### config.mk
export PLATFORM = sky130hd
export DESIGN_NAME = ssp_port
export DESIGN_NICKNAME = d
export VERILOG_FILES = /design/src/include/ssp_pkg.sv /design/src/design/ssp_fifo.sv /design/src/design/ssp_port.sv
export SDC_FILE = /design/constraint.sdc
export NUM_CORES = 1
export LEC_CHECK = 0
export BUFFER_PORTS_ARGS = -buffer_cell sky130_fd_sc_hd__buf_2
export CAP_MARGIN = 40
export CORE_AREA = 4 4 174 176
export DETAILED_ROUTE_END_ITERATION = 7
export DIE_AREA = 0 0 178 180
export MAX_ROUTING_LAYER = met4
export PLACE_DENSITY = 0.44
export SYNTH_ARGS = -nofsm -noshare
export SYNTH_HDL_FRONTEND = slang
export SYNTH_HIERARCHICAL = 1
export SYNTH_SLANG_ARGS = --single-unit
### constraint.sdc
create_clock -name clk -period 3.8 [get_ports clk]
set_clock_uncertainty 0.05 [all_clocks]
set_input_delay 0.76 -clock clk [delete_from_list [all_inputs] [get_ports clk]]
set_output_delay 0.76 -clock clk [all_outputs]
set_load 0.005 [all_outputs]
### src/include/ssp_pkg.sv
// Package: constants, types and register map for the serial peripheral port
package ssp_pkg;
   localparam int          ADDR_W        = 4;
   localparam int          WORD_W        = 8;
   localparam int          FIFO_DEPTH    = 8;
   localparam int          BIT_CNT_W     = 3;
   localparam int          DIV_W         = 8;
   localparam logic [ADDR_W-1:0] OFS_CTRL   = 4'h0;
   localparam logic [ADDR_W-1:0] OFS_STATUS = 4'h4;
   localparam logic [ADDR_W-1:0] OFS_TXDATA = 4'h8;
   localparam logic [ADDR_W-1:0] OFS_RXDATA = 4'hC;
   localparam logic [DIV_W-1:0]  DIV_RESET  = 8'h04;
   localparam logic [BIT_CNT_W-1:0] LAST_BIT = 3'h7;
   // Synchroniser idle levels {sck, mosi, miso, sel_n}: clock low, select high
   localparam logic [3:0]        SYNC_RESET = 4'h1;
   // Control register fields
   localparam int CTRL_EN       = 0;
   localparam int CTRL_MASTER   = 1;
   localparam int CTRL_MODE_LO  = 2;
   localparam int CTRL_MODE_HI  = 3;
   localparam int CTRL_CLR_MODF = 4;
   localparam int CTRL_DIV_LSB  = 8;
   // Status register fields
   localparam int ST_BUSY   = 0;
   localparam int ST_RXVAL  = 1;
   localparam int ST_TXFULL = 2;
   localparam int ST_MODF   = 3;
   localparam int ST_RXOVR  = 4;
   localparam int ST_SEL    = 5;

   typedef enum logic [1:0] {
      SEL_3WIRE   = 2'b00,
      SEL_4W_IN   = 2'b01,
      SEL_4W_OUT0 = 2'b10,
      SEL_4W_OUT1 = 2'b11
   } ssp_selmode_e;

   typedef enum logic [1:0] {
      ST_IDLE  = 2'b00,
      ST_LEAD  = 2'b01,
      ST_TRAIL = 2'b10
   } ssp_mstate_e;

   typedef struct packed {
      logic  enable;
      logic  master;
      ssp_selmode_e select_pin_mode;
      logic [DIV_W-1:0] div;
   } ssp_ctrl_s;

   typedef struct packed {
      logic  o;
      logic  oe;
   } ssp_pin_s;
endpackage : ssp_pkg
### src/design/ssp_fifo.sv
// Parameterised valid/ready FIFO with registered read data
`timescale 1ns/1ps
`default_nettype none
module ssp_fifo #(
   parameter int WIDTH = 8,
   parameter int DEPTH = 8
) (
   input  wire logic             clk,
   input  wire logic             nrst,
   input  wire logic [WIDTH-1:0] in_data,
   input  wire logic             in_valid,
   output logic                  in_ready,
   output logic [WIDTH-1:0]      out_data,
   output logic                  out_valid,
   input  wire logic             out_ready
);
   localparam int AW = $clog2(DEPTH);
   logic [WIDTH-1:0] mem_r [DEPTH];
   logic [AW-1:0]    wp_r, wp_nxt, rp_r, rp_nxt;
   logic [AW:0]      cnt_r, cnt_nxt;
   logic [WIDTH-1:0] q_r, q_nxt;
   logic             qv_r, qv_nxt;
   logic             push, pop, load;

   // Memory holds entries not yet moved to the output register
   always_comb begin
      push    = in_valid && in_ready;
      load    = (cnt_r != '0) && (!qv_r || out_ready);
      pop     = qv_r && out_ready;
      wp_nxt  = push ? AW'(wp_r + 1'b1) : wp_r;
      rp_nxt  = load ? AW'(rp_r + 1'b1) : rp_r;
      cnt_nxt = (AW+1)'(cnt_r + (AW+1)'(push) - (AW+1)'(load));
      q_nxt   = load ? mem_r[rp_r] : q_r;
      qv_nxt  = load ? 1'b1 : (pop ? 1'b0 : qv_r);
   end

   always_ff @(posedge clk) begin
      if (!nrst) begin
         wp_r  <= '0;
         rp_r  <= '0;
         cnt_r <= '0;
         q_r   <= '0;
         qv_r  <= 1'b0;
      end else begin
         wp_r  <= wp_nxt;
         rp_r  <= rp_nxt;
         cnt_r <= cnt_nxt;
         q_r   <= q_nxt;
         qv_r  <= qv_nxt;
      end
   end

   always_ff @(posedge clk) begin
      if (push) begin
         mem_r[wp_r] <= in_data;
      end
   end

   // Output register counts toward depth, so at most DEPTH words are held
   assign in_ready  = ((cnt_r + (AW+1)'(qv_r)) != (AW+1)'(DEPTH));
   assign out_data  = q_r;
   assign out_valid = qv_r;
endmodule : ssp_fifo
`default_nettype wire

### src/design/ssp_port.sv
// Serial peripheral port: master/slave shifter, select modes, Wishbone registers
//
// Decided for this implementation: the Wishbone register port and the register offsets.
`timescale 1ns/1ps
`default_nettype none
module ssp_port (
   input  wire logic                      clk,
   input  wire logic                      nrst,
   input  wire logic                      wb_cyc_i,
   input  wire logic                      wb_stb_i,
   input  wire logic                      wb_we_i,
   input  wire logic [ssp_pkg::ADDR_W-1:0] wb_adr_i,
   input  wire logic [3:0]                wb_sel_i,
   input  wire logic [31:0]               wb_dat_i,
   output logic      [31:0]               wb_dat_o,
   output logic                           wb_ack_o,
   input  wire logic                      sck_i,
   output logic                           sck_o,
   output logic                           sck_oe,
   input  wire logic                      mosi_i,
   output logic                           mosi_o,
   output logic                           mosi_oe,
   input  wire logic                      miso_i,
   output logic                           miso_o,
   output logic                           miso_oe,
   input  wire logic                      sel_n_i,
   output logic                           sel_n_o,
   output logic                           sel_n_oe
);
   import ssp_pkg::*;

   // Input synchronisers: stage 1 read only by stage 2
   logic [3:0] s1_r, s2_r, s3_r;
   logic       sck_s, mosi_s, miso_s, seln_s, sck_prev, seln_prev;
   always_ff @(posedge clk) begin
      if (!nrst) begin
         s1_r <= SYNC_RESET;
         s2_r <= SYNC_RESET;
         s3_r <= SYNC_RESET;
      end else begin
         s1_r <= {sck_i, mosi_i, miso_i, sel_n_i};
         s2_r <= s1_r;
         s3_r <= s2_r;
      end
   end
   assign {sck_s, mosi_s, miso_s, seln_s} = s2_r;
   assign sck_prev  = s3_r[3];
   assign seln_prev = s3_r[0];

   // Control and status state
   ssp_ctrl_s   ctrl_r, ctrl_nxt;
   logic        modf_r, modf_nxt, ovr_r, ovr_nxt;
   logic        ack_r, ack_nxt;
   logic [31:0] rdat_r, rdat_nxt;

   // Shifter state
   ssp_mstate_e         st_r, st_nxt;
   logic [WORD_W-1:0]   sh_r, sh_nxt;
   logic [BIT_CNT_W-1:0] bit_r, bit_nxt;
   logic [DIV_W-1:0]    div_r, div_nxt;
   logic                sck_r, sck_nxt, smp_r, smp_nxt;
   logic                sbusy_r, sbusy_nxt;
   logic [WORD_W-1:0]   rx_r, rx_nxt;
   logic                rxv_r, rxv_nxt;

   // FIFO between bus writes and shifter
   logic              tx_ready, tx_valid, tx_take, tx_push;
   logic [WORD_W-1:0] tx_data;

   ssp_fifo #(.WIDTH(WORD_W), .DEPTH(FIFO_DEPTH)) u_txfifo (
      .clk       (clk),
      .nrst      (nrst),
      .in_data   (wb_dat_i[WORD_W-1:0]),
      .in_valid  (tx_push),
      .in_ready  (tx_ready),
      .out_data  (tx_data),
      .out_valid (tx_valid),
      .out_ready (tx_take)
   );

   function automatic logic hit(input logic [ADDR_W-1:0] a, input logic [ADDR_W-1:0] ofs);
      hit = (a == ofs);
   endfunction : hit

   logic req, wr, rd_rx, three_wire, selected, sck_edge_lead, sck_edge_trail, master_on;
   always_comb begin
      req        = wb_cyc_i && wb_stb_i && !ack_r;
      wr         = req && wb_we_i;
      three_wire = (ctrl_r.select_pin_mode == SEL_3WIRE);
      selected   = three_wire || (ctrl_r.select_pin_mode == SEL_4W_IN && !seln_s);
      master_on  = ctrl_r.enable && ctrl_r.master;
      sck_edge_lead  = sck_s && !sck_prev;
      sck_edge_trail = !sck_s && sck_prev;
      tx_push    = wr && hit(wb_adr_i, OFS_TXDATA) && wb_sel_i[0];
      rd_rx      = req && !wb_we_i && hit(wb_adr_i, OFS_RXDATA);
   end

   // Register bus: answers every access one cycle after it is taken
   always_comb begin
      ctrl_nxt = ctrl_r;
      modf_nxt = modf_r;
      ack_nxt  = req;
      rdat_nxt = rdat_r;
      if (wr && hit(wb_adr_i, OFS_CTRL)) begin
         if (wb_sel_i[0]) begin
            ctrl_nxt.enable          = wb_dat_i[CTRL_EN];
            ctrl_nxt.master          = wb_dat_i[CTRL_MASTER];
            ctrl_nxt.select_pin_mode = ssp_selmode_e'(wb_dat_i[CTRL_MODE_HI:CTRL_MODE_LO]);
            if (wb_dat_i[CTRL_CLR_MODF]) begin
               modf_nxt = 1'b0;
            end
         end
         if (wb_sel_i[1]) begin
            ctrl_nxt.div = wb_dat_i[CTRL_DIV_LSB +: DIV_W];
         end
      end
      // Select falling edge in four-line input mode ends mastership; set wins over clear
      if (ctrl_r.master && ctrl_r.select_pin_mode == SEL_4W_IN && seln_prev && !seln_s) begin
         ctrl_nxt.master = 1'b0;
         modf_nxt        = 1'b1;
      end
      if (req && !wb_we_i) begin
         rdat_nxt = '0;
         unique case (1'b1)
            hit(wb_adr_i, OFS_CTRL): begin
               rdat_nxt[CTRL_EN]                      = ctrl_r.enable;
               rdat_nxt[CTRL_MASTER]                  = ctrl_r.master;
               rdat_nxt[CTRL_MODE_HI:CTRL_MODE_LO]    = ctrl_r.select_pin_mode;
               rdat_nxt[CTRL_DIV_LSB +: DIV_W]        = ctrl_r.div;
            end
            hit(wb_adr_i, OFS_STATUS): begin
               rdat_nxt[ST_BUSY]   = (st_r != ST_IDLE) || sbusy_r;
               rdat_nxt[ST_RXVAL]  = rxv_r;
               rdat_nxt[ST_TXFULL] = !tx_ready;
               rdat_nxt[ST_MODF]   = modf_r;
               rdat_nxt[ST_RXOVR]  = ovr_r;
               rdat_nxt[ST_SEL]    = selected;
            end
            hit(wb_adr_i, OFS_RXDATA): rdat_nxt[WORD_W-1:0] = rx_r;
            default: rdat_nxt = '0;
         endcase
      end
   end

   // Shifter: mode 0 timing, sample on leading edge, shift on trailing edge
   always_comb begin
      st_nxt    = st_r;
      sh_nxt    = sh_r;
      bit_nxt   = bit_r;
      div_nxt   = div_r;
      sck_nxt   = sck_r;
      smp_nxt   = smp_r;
      sbusy_nxt = sbusy_r;
      rx_nxt    = rx_r;
      rxv_nxt   = rd_rx ? 1'b0 : rxv_r;
      ovr_nxt   = (wr && hit(wb_adr_i, OFS_CTRL) && wb_sel_i[0] && wb_dat_i[CTRL_CLR_MODF]) ? 1'b0 : ovr_r;
      tx_take   = 1'b0;
      if (!ctrl_r.enable) begin
         st_nxt    = ST_IDLE;
         sck_nxt   = 1'b0;
         sbusy_nxt = 1'b0;
         bit_nxt   = '0;
      end else if (ctrl_r.master) begin
         unique case (st_r)
            ST_IDLE: begin
               sck_nxt = 1'b0;
               if (tx_valid) begin
                  tx_take = 1'b1;
                  sh_nxt  = tx_data;
                  bit_nxt = '0;
                  div_nxt = ctrl_r.div;
                  st_nxt  = ST_LEAD;
               end
            end
            ST_LEAD: begin
               if (div_r != '0) begin
                  div_nxt = DIV_W'(div_r - 1'b1);
               end else begin
                  sck_nxt = 1'b1;
                  smp_nxt = miso_s;
                  div_nxt = ctrl_r.div;
                  st_nxt  = ST_TRAIL;
               end
            end
            ST_TRAIL: begin
               if (div_r != '0) begin
                  div_nxt = DIV_W'(div_r - 1'b1);
               end else begin
                  sck_nxt = 1'b0;
                  div_nxt = ctrl_r.div;
                  // MSB first, sampled bit enters at LSB
                  sh_nxt  = {sh_r[WORD_W-2:0], smp_r};
                  bit_nxt = BIT_CNT_W'(bit_r + 1'b1);
                  if (bit_r == LAST_BIT) begin
                     rx_nxt  = {sh_r[WORD_W-2:0], smp_r};
                     ovr_nxt = ovr_nxt || rxv_r;
                     rxv_nxt = 1'b1;
                     st_nxt  = ST_IDLE;
                  end else begin
                     st_nxt  = ST_LEAD;
                  end
               end
            end
            default: st_nxt = ST_IDLE;
         endcase
      end else begin
         st_nxt  = ST_IDLE;
         sck_nxt = 1'b0;
         if (!selected) begin
            bit_nxt   = '0;
            sbusy_nxt = 1'b0;
         end else begin
            if (!sbusy_r && tx_valid) begin
               tx_take = 1'b1;
               sh_nxt  = tx_data;
            end
            if (sck_edge_lead) begin
               smp_nxt   = mosi_s;
               sbusy_nxt = 1'b1;
            end else if (sck_edge_trail && sbusy_r) begin
               sh_nxt  = {sh_r[WORD_W-2:0], smp_r};
               bit_nxt = BIT_CNT_W'(bit_r + 1'b1);
               if (bit_r == LAST_BIT) begin
                  rx_nxt    = {sh_r[WORD_W-2:0], smp_r};
                  ovr_nxt   = ovr_nxt || rxv_r;
                  rxv_nxt   = 1'b1;
                  sbusy_nxt = 1'b0;
               end
            end
         end
      end
   end

   always_ff @(posedge clk) begin
      if (!nrst) begin
         ctrl_r  <= '{enable: 1'b0, master: 1'b0, select_pin_mode: SEL_4W_IN, div: DIV_RESET};
         modf_r  <= 1'b0;
         ovr_r   <= 1'b0;
         ack_r   <= 1'b0;
         rdat_r  <= '0;
         st_r    <= ST_IDLE;
         sh_r    <= '0;
         bit_r   <= '0;
         div_r   <= '0;
         sck_r   <= 1'b0;
         smp_r   <= 1'b0;
         sbusy_r <= 1'b0;
         rx_r    <= '0;
         rxv_r   <= 1'b0;
      end else begin
         ctrl_r  <= ctrl_nxt;
         modf_r  <= modf_nxt;
         ovr_r   <= ovr_nxt;
         ack_r   <= ack_nxt;
         rdat_r  <= rdat_nxt;
         st_r    <= st_nxt;
         sh_r    <= sh_nxt;
         bit_r   <= bit_nxt;
         div_r   <= div_nxt;
         sck_r   <= sck_nxt;
         smp_r   <= smp_nxt;
         sbusy_r <= sbusy_nxt;
         rx_r    <= rx_nxt;
         rxv_r   <= rxv_nxt;
      end
   end

   // Pin drivers, all registered
   ssp_pin_s sck_p_r, sck_p_nxt, mosi_p_r, mosi_p_nxt, miso_p_r, miso_p_nxt, sel_p_r, sel_p_nxt;
   always_comb begin
      // Clock driven only as enabled master
      sck_p_nxt  = '{o: sck_nxt, oe: ctrl_nxt.enable && ctrl_nxt.master};
      // Master drives MSB on master-to-slave line
      mosi_p_nxt = '{o: sh_nxt[WORD_W-1], oe: ctrl_nxt.enable && ctrl_nxt.master};
      // Slave drives MSB unless disabled or unselected
      miso_p_nxt = '{o: sh_nxt[WORD_W-1], oe: ctrl_nxt.enable && !ctrl_nxt.master && selected};
      // Select driven at low mode bit; never routed in three-line mode
      sel_p_nxt  = '{o: ctrl_nxt.select_pin_mode[0],
                     oe: ctrl_nxt.enable && ctrl_nxt.select_pin_mode[1]};
   end

   always_ff @(posedge clk) begin
      if (!nrst) begin
         sck_p_r  <= '{o: 1'b0, oe: 1'b0};
         mosi_p_r <= '{o: 1'b0, oe: 1'b0};
         miso_p_r <= '{o: 1'b0, oe: 1'b0};
         sel_p_r  <= '{o: 1'b1, oe: 1'b0};
      end else begin
         sck_p_r  <= sck_p_nxt;
         mosi_p_r <= mosi_p_nxt;
         miso_p_r <= miso_p_nxt;
         sel_p_r  <= sel_p_nxt;
      end
   end

   assign {sck_o, sck_oe}     = sck_p_r;
   assign {mosi_o, mosi_oe}   = mosi_p_r;
   assign {miso_o, miso_oe}   = miso_p_r;
   assign {sel_n_o, sel_n_oe} = sel_p_r;
   assign wb_ack_o            = ack_r;
   assign wb_dat_o            = rdat_r;
endmodule : ssp_port
`default_nettype wire

# Word level (Yosys, flattened, before mapping)
# Memory sizes are Yosys's and may differ from the RTL's. A register that Yosys moved wholly into a read port is not among the register bits.
# Cells that the tools add are included.
[word_totals]
register_bits = 91
ramBits = 64
out_inout_bits = 41
elab_cells = 209
mem_count = 1
[mem_list]
columns = ["memory", "depth", "width", "read_ports", "rd_clocked_by_memory_dff", "write_ports", "line_no", "text"]
rows = [
  ["u_txfifo.mem_r", 8, 8, 1, 1, 1, "ssp_fifo.sv:18", "logic [WIDTH-1:0] mem_r [DEPTH];"],
]
[op_classes]
n_addsub = 7
eq_ne = 22
n_mux = 82
n_bitwise = 1
n_reduce_logical = 67
[ops]
columns = ["cell", "n"]
rows = [
  ["8-bit two-way mux", 18],
  ["1-bit two-way mux", 45],
  ["8-bit one-hot mux with 2 select lines", 2],
  ["1-bit logical AND", 25],
  ["3-bit two-way mux", 6],
  ["2-bit nonzero test", 9],
  ["3-bit AND reduction", 5],
  ["5-bit AND reduction", 3],
  ["12-bit two-way mux", 1],
  ["4-bit one-hot mux with 3 select lines", 1],
  ["1-bit logical NOT", 10],
  ["3-bit by 1-bit adder with 3-bit output (second input constant)", 3],
  ["3-bit by 1-bit inequality test with 1-bit output (second input constant)", 3],
  ["4-bit by 1-bit adder with 4-bit output", 2],
  ["4-bit == test (second input constant)", 2],
  ["2-bit two-way mux", 4],
  ["2-bit inequality test (second input constant)", 4],
  ["8-bit nonzero test", 1],
  ["8-bit by 1-bit subtractor with 8-bit output (second input constant)", 1],
  ["2-bit by 1-bit inequality test with 1-bit output (second input constant)", 3],
  ["3-bit by 2-bit inequality test with 1-bit output (second input constant)", 2],
  ["3-bit inequality test (second input constant)", 2],
  ["2-bit one-hot mux with 3 select lines", 1],
  ["3-bit one-hot mux with 2 select lines", 1],
  ["other kinds (19)", 25],
]

# Depth between registers and ports, before layout
# Gate-level depths: netlist of the first run.
[logic_depth]
ltp_word = 14
ltp_mapped = 16
mapped_depth_nobuf = 15

# By module
# The synthesis of the first run kept the hierarchy.
[by_module_without_submodules]
columns = ["mod", "n_inst", "cells_per_inst", "area_per_inst_um2", "seq_area_each_um2"]
rows = [
  ["ssp_port", 1, 417, 3678.5, 1541.5],
  ["ssp_fifo", 1, 197, 3384.5, 2302.2],
]

# Least setup slack after synthesis of the first run
# OpenSTA, ideal clock, no wires.
[synth_timing]
kind = "input port to flip-flop"
from = "input port wb_adr_i[2] in the netlist's numbering"
to = "register u_txfifo.cnt_r[2]"
setup_time_ns = 0.115
arrival_ns = 3.007
t_required_ns = 3.635
slack_ns = 0.628
path_stages = 10
path_buffers = 2
path_cell_list = "clkbuf_1 -> clkbuf_1 -> nor4bb_1 -> nand2_1 -> ha_1 -> inv_1 -> ha_1 -> fa_1 -> xor2_1 -> and2_1"
[synth_between]
elab_chain_len = 6
[synth_rtl]
columns = ["element", "line_no", "text"]
rows = [
  ["from (decl)", "ssp_port.sv:12", "input wire logic [ssp_pkg::ADDR_W-1:0] wb_adr_i,"],
  ["4-bit == test", "ssp_port.sv:82", "hit = (a == ofs);"],
  ["1-bit logical AND (2 in series)", "ssp_port.sv:94", "tx_push = wr && hit(wb_adr_i, OFS_TXDATA) && wb_sel_i[0];"],
  ["via tx_push", "ssp_port.sv:67", "logic tx_ready, tx_valid, tx_take, tx_push;"],
  ["1-bit logical AND", "ssp_fifo.sv:27", "push = in_valid && in_ready;"],
  ["4-bit by 1-bit adder with 4-bit output", "ssp_fifo.sv:32", "cnt_nxt = (AW+1)'(cnt_r + (AW+1)'(push) - (AW+1)'(load));"],
  ["4-bit by 1-bit subtractor with 4-bit output", "ssp_fifo.sv:32", ""],
  ["to (signal assigned)", "ssp_fifo.sv:47", "cnt_r <= cnt_nxt;"],
  ["to (decl)", "ssp_fifo.sv:20", "logic [AW:0] cnt_r, cnt_nxt;"],
]
# The timed path passes the listed nets, and every way through them passes these cells.
# A chain may end at the register's enable or synchronous reset.

# Worst setup path after layout of the first run
[layout_timing]
from = "register ctrl_r[8] in the netlist's numbering"
to = "register u_txfifo.cnt_r[2]"
[layout_between]
elab_chain_len = 9
word_cells_on_any_way = 10
[layout_rtl]
columns = ["element", "line_no", "text"]
rows = [
  ["from (decl)", "ssp_port.sv:51", "ssp_ctrl_s ctrl_r, ctrl_nxt;"],
  ["from (signal assigned)", "ssp_port.sv:236", "ctrl_r <= '{enable: 1'b0, master: 1'b0, select_pin_mode: SEL_4W_IN, div: DIV_RESET};"],
  ["from (signal assigned)", "ssp_port.sv:251", "ctrl_r <= ctrl_nxt;"],
  ["2-bit by 1-bit == test with 1-bit output", "ssp_port.sv:90", "selected = three_wire || (ctrl_r.select_pin_mode == SEL_4W_IN && !seln_s);"],
  ["1-bit logical AND", "ssp_port.sv:90", ""],
  ["1-bit logical OR *", "ssp_port.sv:90", ""],
  ["1-bit two-way mux *", "ssp_port.sv:209", "if (!selected) begin"],
  ["1-bit two-way mux *", "ssp_port.sv:163", "end else if (ctrl_r.master) begin"],
  ["1-bit two-way mux *", "ssp_port.sv:158", "if (!ctrl_r.enable) begin"],
  ["via tx_take", "ssp_port.sv:67", ""],
  ["1-bit logical OR *", "ssp_fifo.sv:28", "load = (cnt_r != '0) && (!qv_r || out_ready);"],
  ["1-bit logical AND *", "ssp_fifo.sv:28", ""],
  ["4-bit by 1-bit subtractor with 4-bit output *", "ssp_fifo.sv:32", ""],
]
# Mark *: on every way through the listed nets, which the timed path passes. The rest lies on a longest branch.

==> results of run 1 <==
[worst max-delay path, cell delays in order, from the launching register on]
cell,delay [ns]
sky130_fd_sc_hd__dfxtp_1,0.39
sky130_fd_sc_hd__a21o_1,0.26
sky130_fd_sc_hd__o31ai_1,0.33
sky130_fd_sc_hd__and3_1,0.23
sky130_fd_sc_hd__nand2b_1,0.15
sky130_fd_sc_hd__nand2_2,0.09
sky130_fd_sc_hd__inv_2,0.25
sky130_fd_sc_hd__ha_1,0.17
sky130_fd_sc_hd__inv_1,0.04
sky130_fd_sc_hd__ha_1,0.22
sky130_fd_sc_hd__fa_1,0.41
sky130_fd_sc_hd__xor2_1,0.15
sky130_fd_sc_hd__and2_1,0.15
[sequential cells by signal, summed over array words and instances (netlist names), 8 cells and up]
name               flops
u_txfifo/mem_r        64
div_r                  8
u_txfifo/out_data      8
wb_dat_o              16
rx_r                   8
sh_r                   8
ctrl_r                12
[cell usage after synthesis, types with 16 or more instances]
| library cell | count |
|---|---|
| sky130_fd_sc_hd__a21oi_1 | 30 |
| sky130_fd_sc_hd__a22o_1 | 16 |
| sky130_fd_sc_hd__buf_4 | 20 |
| sky130_fd_sc_hd__clkbuf_1 | 18 |
| sky130_fd_sc_hd__dfxtp_1 | 96 |
| sky130_fd_sc_hd__edfxtp_1 | 64 |
| sky130_fd_sc_hd__ha_1 | 18 |
| sky130_fd_sc_hd__mux2i_1 | 38 |
| sky130_fd_sc_hd__nand2_1 | 60 |
| sky130_fd_sc_hd__nor2_1 | 31 |
| sky130_fd_sc_hd__o21ai_0 | 25 |
[power breakdown]
part | switching (mW) | total [mW] | internal (mW)
sequential | 0.0927 | 1.95 | 1.86
combinational | 0.331 | 0.656 | 0.325
clock | 0.756 | 1.75 | 0.992
[logic make-up after synthesis]
family	Yosys count	synth area share [%]
multiplexers	56	11.2
adder cells (fa/ha/maj)	19	3.47
XOR/XNOR	5	0.620
other	1	0.0531
AND/OR/NAND/NOR	184	13.6
AO/OA/AOI/OAI	123	11.5
flip-flops	160	54.4
buffers and inverters	66	5.15
[how the worst min path moves through the flow]
stage / endpoint / slack (ns) / start / depth (start not counted)
after floorplan: s2_r[0]$_SDFF_PN1_ / 0.34 / s1_r[0]$_SDFF_PN1_ / 1
after global placement: s2_r[0]$_SDFF_PN1_ / 0.34 / s1_r[0]$_SDFF_PN1_ / 1
after detailed placement: s2_r[0]$_SDFF_PN1_ / 0.35 / s1_r[0]$_SDFF_PN1_ / 1
after CTS: s2_r[0]$_SDFF_PN1_ / 0.36 / s1_r[0]$_SDFF_PN1_ / 1
after global routing: s2_r[0]$_SDFF_PN1_ / 0.37 / s1_r[0]$_SDFF_PN1_ / 1
final: s2_r[0]$_SDFF_PN1_ / 0.36 / s1_r[0]$_SDFF_PN1_ / 1
[metrics by stage]
stage          total power, mW  util (%)
2_1_floorplan             2.51         -
3_3_place_gp              2.65      26.9
3_5_place_dp              2.67      27.0
4_1_cts                   4.44      29.1
5_1_grt                   4.58      29.1
6_report                  4.36      29.1
[layer usage]
metal	up-vias	GRT usage (%)	share of wire (%)
li1	2348	-	-
met1	2339	15.5	49
met2	74	16.6	48
met3	10	2.00	2.0
met4	0	3.96	1.4
met5	-	-	0
[layout make-up]
cell class	instances	share of cell area [%]
multi-input cells	403	35.1
clock inverters	14	2.03
flip-flops and latches	160	46.2
well taps	384	5.77
clock buffers	18	5.16
repair buffers	74	5.07
inverters	16	0.722
==> impl_summary.txt, run 1 <==
----------------------------------------------------
[Status]
  Outcome ... finished, final reports clean

[Route]
  First drt pass iteration count ... 4
  Via Count ... 4771
  Total length of routed wires ... 17200 µm
  DR iter-0 viols ... 247
  Routed wirelength normalized by instance count ... 16.1 µm
  Vias per inst ... 4.46
  Number of remaining DRC errors ... 0
  Post-detailed-route count of antenna-violating nets ... 0

[STA]
  Count of final hold-check violations ... 0
  Slew @ Worst Pin ... 0.771 ns
  TNS Setup ... 0 ns
  Maximum clock frequency ... 336 MHz
  Hold slack ... 0.359 ns
  Max-slew headroom ... 47.9%
  Fraction of the cycle the final worst path needs ... 78.3%
  Least setup slack across all paths after layout ... 0.823 ns
  Max Slew Vio Count ... 0
  # setup viols final ... 0
  Setup repair after global routing missed its margin ... no
  Final critical path time including I/O delays and setup ... 2.98 ns

[Synthesis]
  Cells taking the most area after synthesis ... sky130_fd_sc_hd__dfxtp_1, sky130_fd_sc_hd__edfxtp_1, sky130_fd_sc_hd__mux2i_1, sky130_fd_sc_hd__ha_1, sky130_fd_sc_hd__nand2_1
  Number of enable flip-flop cells after synthesis ... 64
  Area fraction of the dominant cell type after synthesis ... 27.2%
  Most used flip-flop cell after synthesis ... sky130_fd_sc_hd__dfxtp_1
  Share of flip-flops with an asynchronous set or reset ... 0%
  Syn avg cell area ... 11.5 µm²
  Cell count after synthesis ... 614
  Sequential cell area fraction in the yosys report ... 54.4%
  Yosys cell types ... 67
  Area leader, netlist ... sky130_fd_sc_hd__dfxtp_1
  Number of flip-flops and latches in the synthesized netlist ... 160
  Synthesized cell area ... 7060 µm²
  Yosys warnings ... 6

[Worst setup path]
  CP required ... 4.07 ns
  Critical-path maximum fanout ... 18
  Setup Crit Path Kind ... flip-flop to flip-flop
  Worst setup slack for register-to-register paths ... 0.82 ns
  Start point of the critical path ... ctrl_r[8]$_SDFFE_PN1N_
  Setup crit end ... u_txfifo/cnt_r[2]$_SDFF_PN0_
  Type of destination of the critical path ... flip-flop
  Reg-to-reg critical path startpoint ... ctrl_r[8]$_SDFFE_PN1N_
  Arrival time worst endpoint ... 3.25 ns
  Length in cells of the worst reg-to-reg path ... 12
  Endpoint of the lowest-slack register-to-register path ... u_txfifo/cnt_r[2]$_SDFF_PN0_
  Startpoint type of the worst setup path ... flip-flop

[Cells and area]
  Most common cell after layout, fill and taps aside ... sky130_fd_sc_hd__dfxtp_1
  Fraction of layout instances using a drive strength above 1 ... 18.2%
  Reg area ... 3840 µm²
  Total inserted antenna cells ... 0
  Synth-to-Final Area Change ... 17.8%
  Fill cell count ... 2979
  Commonest non-fill, non-tap cells in the layout ... sky130_fd_sc_hd__dfxtp_1, sky130_fd_sc_hd__edfxtp_1, sky130_fd_sc_hd__nand2_1
  Area of all placed cells without fillers ... 8320 µm²
  Non-filler instance count after layout ... 1069
  Area of the multi-input gates ... 2920 µm²
  Nets ... 740

[Global routing]
  GRT Total Usage ... 11.2%
  Total gr overflow ... 0
  First-pass GRT wire length ... 27300 µm
  Vias in the first global route ... 4747
  Antenna violations before repair ... 0
  Largest net degree at the start of global routing ... 36

[Clock network]
  Clock sinks ... 160
  Clock tree from TritonCTS ... done
  Insertion delay of the later-clocked pin in the worst-skew pair ... 0.43 ns
  Hold buffer count at CTS ... 0
  Clock edge transition at the registers on the reported setup and hold paths ... 0.07 ns
  CTS H-tree lvls ... 4
  Maximum count of clock buffers along a single path ... 2
  Post-CTS setup buffer count ... 0
  Cts repair resizes ... 0
  TritonCTS buffer count ... 17
  Library cell used as clock root buffer ... sky130_fd_sc_hd__clkbuf_16

[Pwr]
  Power density over cell area ... 524 nW/µm²
  Maximum VDD drop ... 0.000288 V
  Total leakage power ... 3.06 nW

[Floorplanning]
  Ports placed on the boundary ... 90
  Std-Cell Rows ... 62
  Standard cell core area ... 28600 µm²
  Die area ... 32000 µm²
  Chip width ... 178 µm
  Height of the chip ... 180 µm
  Starting Density ... 24.7%

[Worst hold path]
  Type of the most critical hold path ... flip-flop to flip-flop

[Placed design]
  Final HPWL from detailed placement ... 11900 µm
  Routability-driven placement congestion ratio ... 0.755
  Placed Instance Area ... 7720 µm²
  DP Cell Count ... 1037
  Worst slack at placement ... 0.439 ns
  Number of port buffers ... 55

[Flow run]
  Max Cap Viol ... 0

----------------------------------------------------
No activity file was read; power rests on OpenSTA's default activity.
==> inputs of run 2 (changes only) <==
Settings changed: ABC_AREA set to 1, CORE_AREA 4 4 174 176 to 4 4 180 182, DIE_AREA 0 0 178 180 to 0 0 184 186, PLACE_DENSITY 0.44 to 0.46.
Clock period 3.8 ns to 2.6 ns, I/O delays scaled along.
==> impl_summary.txt, run 2 <==
----------------------------------------------------
[Status]
  Outcome ... finished, final reports clean

[Synthesis]
  Number of flip-flops and latches in the synthesized netlist ... 160
  Sequential cell area fraction in the yosys report ... 50.3%
  Yosys cell types ... 45
  Most used flip-flop cell after synthesis ... sky130_fd_sc_hd__dfxtp_1
  Yosys warnings ... 6
  Cell count after synthesis ... 936
  Syn avg cell area ... 8.16 µm²
  Cells taking the most area after synthesis ... sky130_fd_sc_hd__dfxtp_1, sky130_fd_sc_hd__edfxtp_1, sky130_fd_sc_hd__nand2_1, sky130_fd_sc_hd__nand3_1, sky130_fd_sc_hd__inv_1
  Share of flip-flops with an asynchronous set or reset ... 0%
  Area fraction of the dominant cell type after synthesis ... 25.2%
  Top cells by instance count after synthesis ... sky130_fd_sc_hd__nand2_1, sky130_fd_sc_hd__inv_1, sky130_fd_sc_hd__dfxtp_1, sky130_fd_sc_hd__nand3_1, sky130_fd_sc_hd__edfxtp_1
  Synthesized cell area ... 7640 µm²
  Number of enable flip-flop cells after synthesis ... 64
  Dominant cell by count in the synthesized netlist ... sky130_fd_sc_hd__nand2_1
  Area leader, netlist ... sky130_fd_sc_hd__dfxtp_1

[Global routing]
  Largest net degree at the start of global routing ... 35
  GRT Total Usage ... 11.5%
  First-pass GRT wire length ... 30200 µm
  Vias in the first global route ... 5757
  Total gr overflow ... 0
  Antenna violations before repair ... 0

[Clock network]
  Hold buffer count at CTS ... 0
  Clock tree from TritonCTS ... done
  TritonCTS buffer count ... 17
  CTS H-tree lvls ... 4
  Post-CTS setup buffer count ... 0
  Library cell used as clock root buffer ... sky130_fd_sc_hd__clkbuf_16
  Maximum count of clock buffers along a single path ... 2
  Clock edge transition at the registers on the reported setup and hold paths ... 0.06 ns
  Insertion delay of the later-clocked pin in the worst-skew pair ... 0.43 ns
  Clock sinks ... 160

[STA]
  Max-slew headroom ... 65.3%
  Slew @ Worst Pin ... 0.519 ns
  Count of final hold-check violations ... 0
  TNS Setup ... 0 ns
  Final critical path time including I/O delays and setup ... 2.45 ns
  Maximum clock frequency ... 408 MHz
  Max Slew Vio Count ... 0
  Fraction of the cycle the final worst path needs ... 94.4%
  # setup viols final ... 0

[Cells and area]
  Synth-to-Final Area Change ... 17.9%
  Fraction of layout instances using a drive strength above 1 ... 16.7%
  Non-filler instance count after layout ... 1420
  Nets ... 1079
  Fill cell count ... 3294
  Total inserted antenna cells ... 0
  Most common cell after layout, fill and taps aside ... sky130_fd_sc_hd__nand2_1
  Area of the multi-input gates ... 3060 µm²
  Commonest non-fill, non-tap cells in the layout ... sky130_fd_sc_hd__nand2_1, sky130_fd_sc_hd__inv_1, sky130_fd_sc_hd__dfxtp_1
  Largest register FFs ... 64
  Final core area utilization ... 29.5%
  Register with the highest flop count ... u_txfifo/mem_r
  Reg area ... 3850 µm²

[Worst setup path]
  Worst setup slack for register-to-register paths ... 0.15 ns
  Endpoint of the lowest-slack register-to-register path ... u_txfifo/cnt_r[1]$_SDFF_PN0_
  Worst path cell trace ... ha_1, ha_1, nor2_1, nand2_1, nor2_1, nand2_2, nand2_2, ha_1, inv_1, ha_1, fa_1, nand2_1, inv_1
  Critical-path maximum fanout ... 3
  Type of destination of the critical path ... flip-flop
  CP required ... 2.88 ns
  Crit-path most repeated cell ... sky130_fd_sc_hd__ha_1
  Length in cells of the worst reg-to-reg path ... 13
  Setup Crit Path Kind ... flip-flop to flip-flop
  Reg-to-reg critical path startpoint ... u_txfifo/cnt_r[0]$_SDFF_PN0_
  Arrival time worst endpoint ... 2.73 ns
  Startpoint type of the worst setup path ... flip-flop
  Max stage delay cell, worst path ... sky130_fd_sc_hd__fa_1
  Slowest stage delay, CP ... 0.42 ns

[Pwr]
  Total leakage power ... 3.87 nW
  Maximum VDD drop ... 0.000457 V
  Power density over cell area ... 759 nW/µm²

[Floorplanning]
  Ports placed on the boundary ... 90
  Std-Cell Rows ... 64
  Die area ... 34200 µm²
  Starting Density ... 25.0%
  Chip width ... 184 µm
  Standard cell core area ... 30600 µm²
  Height of the chip ... 186 µm

[Route]
  Via Count ... 6130
  Vias per inst ... 4.32
  Routed wirelength normalized by instance count ... 13.1 µm
  Post-detailed-route count of antenna-violating nets ... 0
  DR iter-0 viols ... 393
  Number of remaining DRC errors ... 0
  First drt pass iteration count ... 5
  Total length of routed wires ... 18700 µm

[Worst hold path]
  Worst min-delay path endpoint ... s1_r[2]$_SDFF_PN0_
  Type of the most critical hold path ... primary input to flip-flop
  Beginning of the worst hold path ... mosi_i
  Worst Hold Depth ... 3

[Placed design]
  Routability-driven placement congestion ratio ... 0.802
  Final HPWL from detailed placement ... 13600 µm
  Number of port buffers ... 55
  DP Cell Count ... 1388

[Flow run]
  Max Cap Viol ... 0

----------------------------------------------------
-- run 2: cell types whose count changed in the layout (fill, tap and decap cells not counted), moves of 11 or more --
cell / previous run / this run
sky130_fd_sc_hd__inv_1: 15 / 110
sky130_fd_sc_hd__nand2_1: 60 / 283
sky130_fd_sc_hd__buf_4: 17 / 33
sky130_fd_sc_hd__a22o_1: 16 / 0
sky130_fd_sc_hd__a21oi_1: 30 / 58
sky130_fd_sc_hd__nand2b_1: 11 / 0
sky130_fd_sc_hd__and2_1: 15 / 0
sky130_fd_sc_hd__nand3_1: 15 / 91
sky130_fd_sc_hd__mux2i_1: 38 / 0
-- run 2: kinds of logic (layout without fill, tap and decap cells) --
family | count (synthesis) | in the layout | synth area share [%]
compound gates | 114 | 114 | 8.65
xor+xnor | 3 | 3 | 0.344
fa+ha+maj | 19 | 19 | 3.21
buf+inv | 170 | 243 | 10.5
flops | 160 | 160 | 50.3
other cells | 1 | 16 | 0.0491
simple gates | 469 | 469 | 26.9
-- run 2: per-layer routing --
layer	up-vias	global-route usage, %	share of wire, %
li1	3153	-	-
met5	-	-	0
met4	0	4.20	2.0
met3	23	2.19	3.3
met2	115	17.4	46
met1	2839	15.3	49
-- run 2: layout make-up --
class,count,area share (%)
Tap cell,396,5.50
Multi-Input combinational cell,621,34.0
Inverter,123,5.19
Clock inverter,10,1.79
Clock buffer,22,5.04
Sequential cell,160,42.7
Timing Repair Buffer,88,5.80
-- run 2: worst max path at each step --
stage / from / to / slack, ns / depth (start not counted)
after global routing: s2_r[0]$_SDFF_PN1_ / u_txfifo/cnt_r[2]$_SDFF_PN0_ / -0.005 / 15
after global placement: wb_cyc_i / u_txfifo/cnt_r[2]$_SDFF_PN0_ / -0.06 / 13
after floorplan: wb_cyc_i / u_txfifo/cnt_r[2]$_SDFF_PN0_ / 0.12 / 11
after CTS: st_r[0]$_SDFFE_PN0P_ / u_txfifo/cnt_r[2]$_SDFF_PN0_ / 0.11 / 14
final: u_txfifo/cnt_r[0]$_SDFF_PN0_ / u_txfifo/cnt_r[1]$_SDFF_PN0_ / 0.15 / 13
after detailed placement: wb_cyc_i / u_txfifo/cnt_r[2]$_SDFF_PN0_ / -0.09 / 13
-- run 2: critical path: cells and delay by family, from the launching register on --
family,cells,cell delay [ns]
flops,1,0.34
buf+inv,2,0.09
simple gates,6,0.54
fa+ha+maj,5,1.33
-- run 2: power breakdown --
| part | internal (mW) | leakage [nW] | switching [mW] | total [mW] |
|---|---|---|---|---|
| Combinational | 0.491 | 2.23 | 0.841 | 1.33 |
| Clock | 1.63 | 0.291 | 1.01 | 2.65 |
| Sequential | 2.73 | 1.36 | 0.135 | 2.86 |
-- run 2: repair_timing --
action / in CTS / in global routing
endpoints found under the hold margin: 0 / 0
resized for setup: 0 / 5
setup endpoints to repair: 0 / 3
-- run 2: per-stage QoR --
stage / hold slack (ns) / power, mW / setup slack (ns) / instance area [µm²]
after floorplan: 0.340 / 3.94 / 0.122 / 7700
after global placement: 0.350 / 4.26 / -0.0620 / 8380
after detailed placement: 0.350 / 4.27 / -0.0928 / 8380
after CTS: 0.196 / 6.94 / 0.106 / 8990
after global routing: 0.203 / 7.25 / -0.00452 / 9010
final: 0.219 / 6.84 / 0.146 / 9010
==> inputs of run 3 (changes only) <==
Settings changed: GPL_ROUTABILITY_DRIVEN set to 0, SETUP_SLACK_MARGIN set to 0.5.
==> impl_summary.txt, run 3 (synthesis gave the netlist of run 2 again) <==
----------------------------------------------------
[Pwr]
  Maximum VDD drop ... 0.000457 V
  Total leakage power ... 3.90 nW
  Power density over cell area ... 753 nW/µm²
  Design Power ... 6.94 mW

[Cells and area]
  Most common cell after layout, fill and taps aside ... sky130_fd_sc_hd__nand2_1
  Nets ... 1077
  Synth-to-Final Area Change ... 20.6%
  Commonest non-fill, non-tap cells in the layout ... sky130_fd_sc_hd__nand2_1, sky130_fd_sc_hd__inv_1, sky130_fd_sc_hd__nand3_1, sky130_fd_sc_hd__dfxtp_1, sky130_fd_sc_hd__edfxtp_1
  Fraction of layout instances using a drive strength above 1 ... 19.9%
  Area of all placed cells without fillers ... 9220 µm²
  Register with the highest flop count ... u_txfifo/mem_r
  Largest register FFs ... 64

[Global routing]
  Vias in the first global route ... 5726
  GRT Total Usage ... 11.6%
  First-pass GRT wire length ... 30500 µm
  Total gr overflow ... 0
  Antenna violations before repair ... 1
  Largest net degree at the start of global routing ... 43

[Placed design]
  Placed Instance Area ... 8450 µm²
  Number of port buffers ... 55
  Final HPWL from detailed placement ... 13700 µm
  Worst slack at placement ... 0.0120 ns

[Worst setup path]
  Critical-path maximum fanout ... 2
  Endpoint of the lowest-slack register-to-register path ... u_txfifo/cnt_r[1]$_SDFF_PN0_
  Length in cells of the worst reg-to-reg path ... 13
  Type of destination of the critical path ... flip-flop
  Arrival time worst endpoint ... 2.55 ns
  Startpoint type of the worst setup path ... flip-flop
  CP required ... 2.93 ns
  Worst setup slack for register-to-register paths ... 0.39 ns
  Reg-to-reg critical path startpoint ... u_txfifo/cnt_r[0]$_SDFF_PN0_
  Setup Crit Path Kind ... flip-flop to flip-flop

[Route]
  Total length of routed wires ... 18900 µm
  First drt pass iteration count ... 4
  Vias per inst ... 4.20
  Routed wirelength normalized by instance count ... 13.3 µm
  Via Count ... 5960
  Number of remaining DRC errors ... 0
  Post-detailed-route count of antenna-violating nets ... 0
  DR iter-0 viols ... 400

[Floorplanning]
  Chip width ... 184 µm
  Starting Density ... 25.0%
  Ports placed on the boundary ... 90
  Standard cell core area ... 30600 µm²
  Height of the chip ... 186 µm
  Die area ... 34200 µm²
  Std-Cell Rows ... 64

[Worst hold path]
  Type of the most critical hold path ... primary input to flip-flop
  Beginning of the worst hold path ... miso_i
  Worst Hold Depth ... 3
  Worst min-delay path endpoint ... s1_r[1]$_SDFF_PN0_

[Status]
  Outcome ... finished, final reports clean

[STA]
  # setup viols final ... 0
  Hold slack ... 0.214 ns
  Maximum clock frequency ... 451 MHz
  Count of final hold-check violations ... 0
  Final critical path time including I/O delays and setup ... 2.21 ns
  TNS Setup ... 0 ns
  Fraction of the cycle the final worst path needs ... 85.2%
  Least setup slack across all paths after layout ... 0.385 ns
  Setup repair after global routing missed its margin ... yes
  Max Slew Vio Count ... 0

[Clock network]
  CTS H-tree lvls ... 4
  TritonCTS buffer count ... 17
  Maximum count of clock buffers along a single path ... 2
  Hold buffer count at CTS ... 0
  Clock sinks ... 160
  Library cell used as clock root buffer ... sky130_fd_sc_hd__clkbuf_16
  Clock edge transition at the registers on the reported setup and hold paths ... 0.07 ns
  Insertion delay of the later-clocked pin in the worst-skew pair ... 0.44 ns
  Clock tree from TritonCTS ... done

[Flow run]
  Max Cap Viol ... 0

----------------------------------------------------
[run 3: cell types whose count changed in the layout (fill, tap and decap cells not counted), sizes merged]
cell	before	now
buf	88	86
inv	120	127
clkinvlp	3	0
diode	0	1
clkbuf	22	17
clkinv	6	11
bufinv	4	0
[run 3: cell type report]
cell class | count | area [µm²]
fillers | 3293 | 21400
flip-flops and latches | 160 | 3850
multi-input cells | 621 | 3230
repair buffers | 86 | 539
well taps | 396 | 495
inverters | 123 | 473
clock buffers | 17 | 425
clock inverters | 15 | 201
diodes | 1 | 2.50
[run 3: critical path, cell delays in order, from the launching register on]
cell,delay (ns)
sky130_fd_sc_hd__dfxtp_4,0.36
sky130_fd_sc_hd__ha_4,0.16
sky130_fd_sc_hd__ha_4,0.25
sky130_fd_sc_hd__nor2_1,0.03
sky130_fd_sc_hd__nand2_1,0.05
sky130_fd_sc_hd__nor2_1,0.05
sky130_fd_sc_hd__nand2_2,0.09
sky130_fd_sc_hd__nand2_4,0.07
sky130_fd_sc_hd__ha_4,0.27
sky130_fd_sc_hd__inv_2,0.03
sky130_fd_sc_hd__ha_4,0.15
sky130_fd_sc_hd__fa_2,0.51
sky130_fd_sc_hd__nand2_1,0.05
sky130_fd_sc_hd__inv_1,0.05
[run 3: power breakdown]
part	switching [mW]	total [mW]	internal (mW)
combinational	0.929	1.49	0.556
clock	1.27	2.60	1.33
sequential	0.130	2.86	2.73
[run 3: per-stage QoR]
step / cells / utilization [%]
6_report: 1419 / 30.1
5_1_grt: 1419 / 30.1
4_1_cts: 1415 / 29.9
3_5_place_dp: 1379 / 27.6
3_3_place_gp: 1379 / 27.6
2_1_floorplan: 951 / -
[run 3: worst max-delay path by stage]
stage / start / end / slack (ns) / cells past startpoint
5_1_grt: u_txfifo/out_valid$_SDFFE_PN0P_ / u_txfifo/cnt_r[1]$_SDFF_PN0_ / 0.29 / 13
3_3_place_gp: wb_cyc_i / u_txfifo/cnt_r[1]$_SDFF_PN0_ / 0.05 / 12
6_report: u_txfifo/cnt_r[0]$_SDFF_PN0_ / u_txfifo/cnt_r[1]$_SDFF_PN0_ / 0.39 / 13
3_5_place_dp: wb_cyc_i / u_txfifo/cnt_r[1]$_SDFF_PN0_ / 0.01 / 12
4_1_cts: u_txfifo/cnt_r[0]$_SDFF_PN0_ / u_txfifo/cnt_r[1]$_SDFF_PN0_ / 0.37 / 13
2_1_floorplan: wb_cyc_i / u_txfifo/cnt_r[1]$_SDFF_PN0_ / 0.38 / 11
[run 3: layer usage]
metal / wire length [µm] / share of wire (%) / track usage (%)
met1: 9450 / 50 / 15.7
met2: 8440 / 45 / 17.6
met3: 787 / 4.2 / 2.19
met4: 206 / 1.1 / 3.46
met5: 0 / 0 / -
[run 3: timing repair]
item / in CTS / in global routing
setup buffers: 4 / 3
gates resized for setup: 9 / 16
pin swaps: 7 / 4
gates cloned: 0 / 0
endpoints found under the setup margin: 43 / 65
